<file path="src/verilog/trf_defs.vh">
// constants of the tape read formatter control block
// How it works
// - phase-encoded: dropout on two or more tracks sets hard error
// - group-coded: three or more dropped tracks, CRC or aux CRC fail set hard error
// - NRZI: CRC or LRC check mismatch sets hard error
// - corrected error: one track in PE, one or two tracks in group-coded
// - filemark flag rises on any filemark, in every density except none
// - check character gate pulled low while NRZI check characters detected
// - data available rises once a read command is held and envelope low
// - read gate pulled low once a read command is held and envelope low
// - align low at preamble start, high after two thirds, low at marker
// - marker found only when start marker seen on every track
// - sync found only when sync subgroup seen on every track
// - hard, corrected, filemark, check character latched into status register
// - density command selects group-coded, dual PE, PE or NRZI operation
// - corrected error report mode: all, two-track only, or none
// - error report command can force hard error true
// - stop command aborts the executing command at once
// - read mode: id burst, forward, reverse, space forward, space reverse
// - controller picks threshold per activity; device applies the chosen one
// - extended status command returns extended status for the host
// - eight-bit threshold code drives reference shared by nine channels
// - one six-bit gain converter time-shared over nine channel slots
// - serial transfer is address byte then command byte into that register
`ifndef TRF_DEFS_VH
`define TRF_DEFS_VH
// ********************************
// apb map
// ********************************
`define TRF_OFS_STATUS 8'h00
`define TRF_OFS_CONFIG 8'h04
`define TRF_OFS_CMD 8'h08
`define TRF_OFS_LEVELS 8'h0C
`define TRF_OFS_EXT 8'h10
// ********************************
// serial command addresses
// ********************************
`define TRF_CA_DENSITY 8'h01
`define TRF_CA_WCUR 8'h02
`define TRF_CA_THRESH 8'h03
`define TRF_CA_RDMODE 8'h04
`define TRF_CA_ERRREP 8'h05
`define TRF_CA_EXTSTAT 8'h06
`define TRF_CA_STOP 8'h07
`define TRF_CA_CAL 8'h08
`define TRF_CA_GAIN0 8'h10
// ********************************
// codes and fields
// ********************************
`define TRF_DEN_NONE 3'h0
`define TRF_DEN_GCR 3'h1
`define TRF_DEN_DPE 3'h2
`define TRF_DEN_PE 3'h3
`define TRF_DEN_NRZI 3'h4
`define TRF_RM_IDLE 3'h0
`define TRF_RM_ID 3'h1
`define TRF_RM_FWD 3'h2
`define TRF_RM_REV 3'h3
`define TRF_RM_SPF 3'h4
`define TRF_RM_SPR 3'h5
`define TRF_CR_ALL 2'h0
`define TRF_CR_TWO 2'h1
`define TRF_CR_NONE 2'h2
`define TRF_ERR_FORCE_BIT 2
`define TRF_ST_HARD 0
`define TRF_ST_CORR 1
`define TRF_ST_FMK 2
`define TRF_ST_CCG 3
// ********************************
// timing
// ********************************
`define TRF_CLK_MHZ 10
`define TRF_SLOT_NS 1000
`define TRF_SLOT_CYC ((`TRF_SLOT_NS * `TRF_CLK_MHZ) / 1000)
`define TRF_PRE_LEN 12'd48
`endif

</file>
<file path="src/verilog/trf_sync2.v">
// two-flop synchroniser for pins from outside the clock domain
`timescale 1ns/1ps
module trf_sync2
#(
    parameter RESET_VAL = 1'b0
)
(
    input wire pclk,
    input wire presetn,
    input wire d,
    output wire q
);
    reg meta_reg;
    reg sync_reg;
    // meta_reg feeds sync_reg only
    always @(posedge pclk or negedge presetn)
    begin
        if (!presetn)
        begin
            meta_reg <= RESET_VAL;
            sync_reg <= RESET_VAL;
        end
        else
        begin
            meta_reg <= d;
            sync_reg <= meta_reg;
        end
    end
    assign q = sync_reg;
endmodule // trf_sync2

</file>
<file path="src/verilog/trf_ctrl.v">
// read formatter control: serial commands, error flags, framing, dacs
//
// The APB interface to the registers and the register addresses are this design's own decisions.
`timescale 1ns/1ps
`include "trf_defs.vh"
module trf_ctrl
#(
    parameter NTRK = 9,
    parameter PRE_LEN = `TRF_PRE_LEN,
    parameter EXT_INFO = 8'h5A
)
(
    input wire pclk,
    input wire presetn,
    input wire psel,
    input wire penable,
    input wire pwrite,
    input wire [7:0] paddr,
    input wire [31:0] pwdata,
    output wire [31:0] prdata,
    output wire pready,
    output wire pslverr,
    input wire ser_clk,
    input wire ser_data,
    input wire ser_frame_n,
    input wire envelope_active_n,
    input wire [8:0] trk_dropout,
    input wire crc_fail,
    input wire auxiliary_crc_fail,
    input wire lrc_fail,
    input wire filemark_det,
    input wire check_char_det,
    input wire preamble_active,
    input wire [8:0] data_start_marker,
    input wire [8:0] sync_subgroup,
    output reg hard_error_flag,
    output reg corrected_error_flag,
    output reg filemark_flag,
    output reg check_char_gate_n,
    output reg data_avail_flag,
    output reg read_gate_n,
    output reg align_window,
    output reg marker_found,
    output reg sync_found,
    output wire [7:0] read_threshold_level,
    output reg [5:0] gain_level_muxed,
    output reg [8:0] gain_slot_sel,
    output wire [5:0] write_current_level,
    output reg [7:0] ext_status_data,
    output reg ext_status_valid
);
    // ********************************
    // pin synchronisers
    // ********************************
    wire sclk_s;
    wire sdat_s;
    wire sfrm_n_s;
    wire env_n_s;
    trf_sync2 #(.RESET_VAL(1'b0)) u_sclk (.pclk(pclk), .presetn(presetn), .d(ser_clk), .q(sclk_s));
    trf_sync2 #(.RESET_VAL(1'b0)) u_sdat (.pclk(pclk), .presetn(presetn), .d(ser_data), .q(sdat_s));
    trf_sync2 #(.RESET_VAL(1'b1)) u_sfrm (.pclk(pclk), .presetn(presetn), .d(ser_frame_n), .q(sfrm_n_s));
    trf_sync2 #(.RESET_VAL(1'b1)) u_env (.pclk(pclk), .presetn(presetn), .d(envelope_active_n), .q(env_n_s));

    function [3:0] ones9;
        input [8:0] v;
        integer i;
        begin
            ones9 = 4'h0;
            for (i = 0; i < 9; i = i + 1)
                ones9 = ones9 + {3'h0, v[i]};
        end
    endfunction

    // ********************************
    // serial receiver
    // ********************************
    reg sclk_d_reg;
    reg [15:0] sh_reg;
    reg [4:0] bits_reg;
    reg frm_d_reg;
    wire sclk_rise = sclk_s & ~sclk_d_reg;
    wire frm_end = sfrm_n_s & ~frm_d_reg;
    wire ser_cmd = frm_end && (bits_reg == 5'd16);
    always @(posedge pclk or negedge presetn)
    begin
        if (!presetn)
        begin
            sclk_d_reg <= 1'b0;
            frm_d_reg <= 1'b1;
            sh_reg <= 16'h0000;
            bits_reg <= 5'h00;
        end
        else
        begin
            sclk_d_reg <= sclk_s;
            frm_d_reg <= sfrm_n_s;
            if (sfrm_n_s)
                bits_reg <= 5'h00;
            else if (sclk_rise && bits_reg != 5'd16)
            begin
                // msb first: address byte, then command byte
                sh_reg <= {sh_reg[14:0], sdat_s};
                bits_reg <= bits_reg + 5'h01;
            end
        end
    end

    // ********************************
    // apb slave
    // ********************************
    wire setup = psel & ~penable;
    wire acc = psel & penable;
    wire mapped = (paddr == `TRF_OFS_STATUS) || (paddr == `TRF_OFS_CONFIG) ||
        (paddr == `TRF_OFS_CMD) || (paddr == `TRF_OFS_LEVELS) || (paddr == `TRF_OFS_EXT);
    wire apb_wr = acc & pwrite;
    wire apb_cmd = apb_wr && (paddr == `TRF_OFS_CMD);
    wire st_clr = apb_wr && (paddr == `TRF_OFS_STATUS);
    assign pready = 1'b1;
    assign pslverr = acc & ~mapped;
    // apb command wins a same-cycle clash; serial one is dropped
    wire cmd_go = apb_cmd | ser_cmd;
    wire [7:0] cmd_adr = apb_cmd ? pwdata[15:8] : sh_reg[15:8];
    wire [7:0] cmd_val = apb_cmd ? pwdata[7:0] : sh_reg[7:0];

    // ********************************
    // command registers
    // ********************************
    reg [2:0] density_reg;
    reg [2:0] rdmode_reg;
    reg [1:0] crmode_reg;
    reg force_her_reg;
    reg [7:0] thresh_reg;
    reg [5:0] wcur_reg;
    reg cal_reg;
    reg [5:0] gain_mem [0:NTRK-1];
    integer g;
    wire gain_cmd = cmd_go && cmd_adr >= `TRF_CA_GAIN0 && cmd_adr < `TRF_CA_GAIN0 + NTRK;
    wire [3:0] gain_idx = cmd_adr[3:0];
    wire stop_cmd = cmd_go && cmd_adr == `TRF_CA_STOP;
    always @(posedge pclk or negedge presetn)
    begin
        if (!presetn)
        begin
            density_reg <= `TRF_DEN_NONE;
            rdmode_reg <= `TRF_RM_IDLE;
            crmode_reg <= `TRF_CR_ALL;
            force_her_reg <= 1'b0;
            thresh_reg <= 8'h00;
            wcur_reg <= 6'h00;
            cal_reg <= 1'b0;
            ext_status_data <= 8'h00;
            ext_status_valid <= 1'b0;
            for (g = 0; g < NTRK; g = g + 1)
                gain_mem[g] <= 6'h00;
        end
        else
        begin
            ext_status_valid <= 1'b0;
            if (stop_cmd)
            begin
                // abort: read/space and calibration end, forced error dropped
                rdmode_reg <= `TRF_RM_IDLE;
                cal_reg <= 1'b0;
                force_her_reg <= 1'b0;
            end
            else if (cmd_go)
            begin
                case (cmd_adr)
                    `TRF_CA_DENSITY:
                        if (cmd_val[2:0] <= `TRF_DEN_NRZI)
                            density_reg <= cmd_val[2:0];
                    `TRF_CA_WCUR:
                        wcur_reg <= cmd_val[5:0];
                    `TRF_CA_THRESH:
                        thresh_reg <= cmd_val;
                    `TRF_CA_RDMODE:
                        if (cmd_val[2:0] <= `TRF_RM_SPR)
                            rdmode_reg <= cmd_val[2:0];
                    `TRF_CA_ERRREP:
                    begin
                        if (cmd_val[1:0] <= `TRF_CR_NONE)
                            crmode_reg <= cmd_val[1:0];
                        force_her_reg <= cmd_val[`TRF_ERR_FORCE_BIT];
                    end
                    `TRF_CA_EXTSTAT:
                    begin
                        ext_status_data <= EXT_INFO ^ {density_reg, rdmode_reg, crmode_reg};
                        ext_status_valid <= 1'b1;
                    end
                    `TRF_CA_CAL:
                        // trusted to arrive only on a read at beginning of tape
                        cal_reg <= cmd_val[0];
                    default:
                        if (gain_cmd)
                            gain_mem[gain_idx] <= cmd_val[5:0];
                endcase
            end
        end
    end
    assign read_threshold_level = thresh_reg;
    assign write_current_level = wcur_reg;

    // ********************************
    // error classification
    // ********************************
    wire is_gcr = density_reg == `TRF_DEN_GCR;
    wire is_pe = density_reg == `TRF_DEN_PE || density_reg == `TRF_DEN_DPE;
    wire is_nrzi = density_reg == `TRF_DEN_NRZI;
    wire [3:0] ndrop = ones9(trk_dropout);
    wire her_pe = is_pe && ndrop >= 4'd2;
    wire her_gcr = is_gcr && (ndrop >= 4'd3 || crc_fail || auxiliary_crc_fail);
    wire her_nrzi = is_nrzi && (crc_fail || lrc_fail);
    wire her_now = her_pe | her_gcr | her_nrzi | force_her_reg;
    wire cer_one = (is_pe || is_gcr) && ndrop == 4'd1;
    wire cer_two = is_gcr && ndrop == 4'd2;
    reg cer_now;
    always @*
    begin
        case (crmode_reg)
            `TRF_CR_ALL: cer_now = cer_one | cer_two;
            `TRF_CR_TWO: cer_now = cer_two;
            default: cer_now = 1'b0;
        endcase
    end
    wire fmk_now = filemark_det && density_reg != `TRF_DEN_NONE;
    wire ccg_now = is_nrzi && check_char_det;
    wire rd_active = rdmode_reg != `TRF_RM_IDLE;

    // ********************************
    // flag outputs and status register
    // ********************************
    reg [3:0] status_reg;
    wire [3:0] st_set = {ccg_now, fmk_now, cer_now, her_now};
    always @(posedge pclk or negedge presetn)
    begin
        if (!presetn)
        begin
            hard_error_flag <= 1'b0;
            corrected_error_flag <= 1'b0;
            filemark_flag <= 1'b0;
            check_char_gate_n <= 1'b1;
            data_avail_flag <= 1'b0;
            read_gate_n <= 1'b1;
            status_reg <= 4'h0;
        end
        else
        begin
            hard_error_flag <= her_now;
            corrected_error_flag <= cer_now;
            filemark_flag <= fmk_now;
            check_char_gate_n <= ~ccg_now;
            data_avail_flag <= rd_active & ~env_n_s;
            read_gate_n <= ~(rd_active & ~env_n_s);
            // write-one clear, but a new event in the same cycle survives
            status_reg <= (status_reg & ~(st_clr ? pwdata[3:0] : 4'h0)) | st_set;
        end
    end

    // ********************************
    // group-coded framing
    // ********************************
    localparam integer ALIGN_AT = (PRE_LEN * 2) / 3;
    localparam [2:0] FR_IDLE = 3'b001;
    localparam [2:0] FR_PRE = 3'b010;
    localparam [2:0] FR_DATA = 3'b100;
    reg [2:0] fr_reg;
    reg [11:0] pre_cnt_reg;
    wire all_mark = &data_start_marker;
    wire all_sync = &sync_subgroup;
    always @(posedge pclk or negedge presetn)
    begin
        if (!presetn)
        begin
            fr_reg <= FR_IDLE;
            pre_cnt_reg <= 12'h000;
            align_window <= 1'b0;
            marker_found <= 1'b0;
            sync_found <= 1'b0;
        end
        else
        begin
            marker_found <= is_gcr & all_mark;
            sync_found <= is_gcr & all_sync;
            if (!is_gcr || stop_cmd)
            begin
                fr_reg <= FR_IDLE;
                align_window <= 1'b0;
            end
            else
            begin
                case (fr_reg)
                    FR_IDLE:
                        if (preamble_active)
                        begin
                            fr_reg <= FR_PRE;
                            pre_cnt_reg <= 12'h001;
                            align_window <= 1'b0;
                        end
                    FR_PRE:
                        if (all_mark)
                        begin
                            fr_reg <= FR_DATA;
                            align_window <= 1'b0;
                        end
                        else
                        begin
                            if (pre_cnt_reg != 12'hFFF)
                                pre_cnt_reg <= pre_cnt_reg + 12'h001;
                            if (pre_cnt_reg >= ALIGN_AT[11:0])
                                align_window <= 1'b1;
                        end
                    FR_DATA:
                    begin
                        // stays low through the data portion
                        align_window <= 1'b0;
                        if (!preamble_active && !all_mark && rdmode_reg == `TRF_RM_IDLE)
                            fr_reg <= FR_IDLE;
                    end
                    default:
                        fr_reg <= FR_IDLE;
                endcase
            end
        end
    end

    // ********************************
    // multiplexed gain converter
    // ********************************
    localparam integer SLOT_CYC = `TRF_SLOT_CYC;
    reg [7:0] div_reg;
    reg [3:0] slot_reg;
    wire slot_tick = div_reg == SLOT_CYC[7:0] - 8'h01;
    always @(posedge pclk or negedge presetn)
    begin
        if (!presetn)
        begin
            div_reg <= 8'h00;
            slot_reg <= 4'h0;
            gain_level_muxed <= 6'h00;
            gain_slot_sel <= 9'h000;
        end
        else
        begin
            div_reg <= slot_tick ? 8'h00 : div_reg + 8'h01;
            if (slot_tick)
            begin
                // one value per slot; the driver latches on its select
                gain_level_muxed <= gain_mem[slot_reg];
                gain_slot_sel <= 9'h001 << slot_reg;
                slot_reg <= (slot_reg == NTRK - 1) ? 4'h0 : slot_reg + 4'h1;
            end
        end
    end

    // ********************************
    // read data
    // ********************************
    reg [31:0] rdata_reg;
    always @(posedge pclk or negedge presetn)
    begin
        if (!presetn)
            rdata_reg <= 32'h00000000;
        else if (setup)
        begin
            case (paddr)
                `TRF_OFS_STATUS:
                    rdata_reg <= {22'h0, cal_reg, sync_found, marker_found, align_window,
                        data_avail_flag, force_her_reg, status_reg};
                `TRF_OFS_CONFIG:
                    rdata_reg <= {24'h0, crmode_reg, rdmode_reg, density_reg};
                `TRF_OFS_LEVELS:
                    rdata_reg <= {18'h0, wcur_reg, thresh_reg};
                `TRF_OFS_EXT:
                    rdata_reg <= {24'h0, ext_status_data};
                default:
                    rdata_reg <= 32'h00000000;
            endcase
        end
    end
    assign prdata = rdata_reg;
endmodule // trf_ctrl

</file>
<file path="config.mk">
export PLATFORM = sky130hd
export DESIGN_NAME = trf_ctrl
export DESIGN_NICKNAME = d
export VERILOG_FILES = /design/src/verilog/trf_sync2.v /design/src/verilog/trf_ctrl.v
export VERILOG_INCLUDE_DIRS = /design/src /design/src/verilog
export SDC_FILE = /design/constraint.sdc
export NUM_CORES = 1
export LEC_CHECK = 0
export ABC_AREA = 1
export BUFFER_PORTS_ARGS = -buffer_cell sky130_fd_sc_hd__buf_4
export CORE_MARGIN = 2
export CORE_UTILIZATION = 41
export DETAILED_ROUTE_END_ITERATION = 8
export PLACE_DENSITY_LB_ADDON = 0.08
export SYNTH_ARGS = -nofsm -noshare
export SYNTH_HDL_FRONTEND = slang
export SYNTH_SLANG_ARGS = --single-unit
</file>
<file path="constraint.sdc">
create_clock -name pclk -period 2.1 [get_ports pclk]
set_input_delay 0.105 -clock pclk [delete_from_list [all_inputs] [get_ports pclk]]
set_output_delay 0.105 -clock pclk [all_outputs]
set_load 0.005 [all_outputs]
</file>
==> impl_metrics.tcl <==
set metrics [dict create \
    relSlewSlack_pct 57.3 \
    placedCellCount 1543 \
    die_y_um 154 \
    grt_pass1_vias 7737 \
    place.gp.congestion 0.841 \
    max-cap-violations 0 \
    post-place-ws_ns -1.04 \
    syn-mean-instance-area_um2 8.22 \
    num_antenna_cells 0 \
    rsz0062_at_grt "yes" \
    numCtsBuffers 17 \
    initial_core_util_pct 41.9 \
    ios 163 \
    finalHoldViolations 0 \
    coreArea_mm2 0.0220 \
    crit_path_max_fanout 3 \
    h-tree-depth 4 \
    synth-seq-cells 187 \
    fin_util_pct 55.1 \
    clockBufferDepth 2 \
    worst_ep_required_time_ns 2.41 \
    cp-start-kind "input port" \
    drc_errors 0 \
    critPathKind "input port to flop" \
    synth_edf_count 0 \
    irDropWorstVdd_mv 0.486 \
    crit_arrival_ns 2.94 \
    post-dp-hpwl_um 18200 \
    finalSetupViolCount 5 \
    hold_class "input port to flop" \
    synthCells 1119 \
    die_x_um 154 \
    worst_pin_slew_ns 0.638 \
    area_delta_synth_final_pct 31.5 \
    clockRootBuffer "clkbuf_16" \
    first_pass_iters 5 \
    antenna_found_initial 0 \
    synthFlopType "dfrtp_1" \
    drt_iter0_drc 543 \
    period_share_pct 125 \
    tritoncts "yes" \
    fmax_ghz 0.381 \
    synth-warning-count 0 \
    p_leak_nw 6.09 \
    synth_cell_types 44 \
    port_buffers 127 \
    dieArea_mm2 0.0237 \
    insertion_delay_ns 0.44 \
    grt_max_degree 68 \
    ant_nets 0 \
    grt_pass1_wl_um 40300 \
    power.total_mw 7.70 \
    overflow 0 \
    nNetsFinal 1419 \
    finalSetupTns_ns -2.06 \
    period_minus_slack_ns 2.63 \
    post_drt_wl_per_cell_um 16.0 \
    setup_slack_ns -0.526 \
    drv_slew 0 \
    path_clk_slew_ns 0.07 \
    largest_reg_flops 54 \
    async_flop_share_pct 100 \
    powerDensity_mw_per_mm2 636 \
    rows 54 \
    wl_um 25800 \
    syn_area_mm2 0.00920 \
    layout_commonest_cell "nand2_1" \
    synth_seq_area_share_pct 51.0 \
    nFillCells 2017 \
    violations "negative setup slack" \
    cp-end-kind "flop" \
    num_vias 8085 \
    drive_above_1_share_pct 24.9 \
    grt_usage_pct 21.5 \
    cts.sinks 187 \
    status "finished with violations" \
    mostFrequentLayoutCells "nand2_1, dfrtp_1, buf_4" \
    fin_cells 1611 \
    finClkSkew_ns 0.0125 \
    avgViaCountPerCell 5.02 \
]
[layout make-up]
type | count | area (µm²) | share of cell area (%)
multi-input cells | 780 | 4200 | 34.7
inverters | 125 | 469 | 3.88
clock inverters | 15 | 154 | 1.27
repair buffers | 207 | 1810 | 15.0
clock buffers | 17 | 425 | 3.52
well taps | 280 | 350 | 2.90
flip-flops and latches | 187 | 4690 | 38.8
[synthesized netlist by cell type, types with 12 or more instances]
master | count | area [µm²]
nand2_1 | 326 | 1220
dfrtp_1 | 179 | 4480
inv_1 | 115 | 432
o21ai_0 | 108 | 541
o21ai_1 | 62 | 310
nor2_1 | 58 | 218
nand3_1 | 51 | 255
a21oi_1 | 31 | 155
buf_4 | 22 | 165
clkbuf_1 | 16 | 60.1
ha_1 | 14 | 175
nor3_1 | 14 | 70.1
nand4_1 | 12 | 75.1
[metal layers]
| layer | share of wire (%) | track usage (%) |
|---|---|---|
| met4 | 2.4 | 6.90 |
| met2 | 47 | 35.3 |
| met3 | 5.4 | 5.30 |
| met5 | 0 | 0 |
| met1 | 45 | 28.2 |
[through the flow]
stage | hold slack [ns] | cell area (µm²)
detailed placement | 0.147 | 10800
global route | 0.0319 | 12100
global placement | 0.148 | 10800
CTS | 0.00102 | 11500
floorplan | -0.191 | 9270
finish | 0.00829 | 12100
[final timing paths]
path	from	end	slack, ns	cells past startpoint
hold / removal	pwdata[7]	read_threshold_level[7]	0.008	3
max in group asynchronous	presetn	u_env.q	1.08	3
setup reg to reg	u_sfrm.q	gain_mem[38]	0	10
min in group asynchronous	presetn	gain_mem[16]	0.23	2
setup / recovery	trk_dropout[0]	status_reg[0]	-0.53	14
hold reg to reg	u_sdat.meta_reg	u_sdat.q	0.35	0
[critical path, cell delays in order]
cell	delay, ns
buf_6	0.09
fa_1	0.53
inv_1	0.05
fa_1	0.49
fa_1	0.43
fa_2	0.35
inv_2	0.07
fa_1	0.44
inv_1	0.08
nand2_2	0.05
nand3_1	0.07
o21ai_1	0.07
inv_1	0.07
nand3_1	0.06
[timing repair]
item / 4_1_cts / 5_1_grt
gates resized for setup: 5 / 100
buffers inserted: 0 / 10
setup endpoints to repair: 19 / 82
hold buffers: 14 / 0
pin swaps: 4 / 29
hold endpoints to repair: 71 / 0
cloned: 0 / 12
[cell families after synthesis]
group	synth area share, %
AOI/OAI and AO/OA	13.4
xor gates and xnor gates	0.666
DFF	51.0
other	0.0816
buffers and inverters	8.34
adders and majority gates	2.99
muxes	0.109
and+or+nand+nor	23.4
[power by group]
| part | internal, mW | total, mW | switching (mW) |
|---|---|---|---|
| Combinational | 0.287 | 0.795 | 0.508 |
| Sequential | 3.66 | 3.69 | 0.0292 |
| Clock | 1.68 | 3.22 | 1.53 |
| Total | 5.63 | 7.70 | 2.07 |
Note: power is estimated with default switching activity, not from simulation.
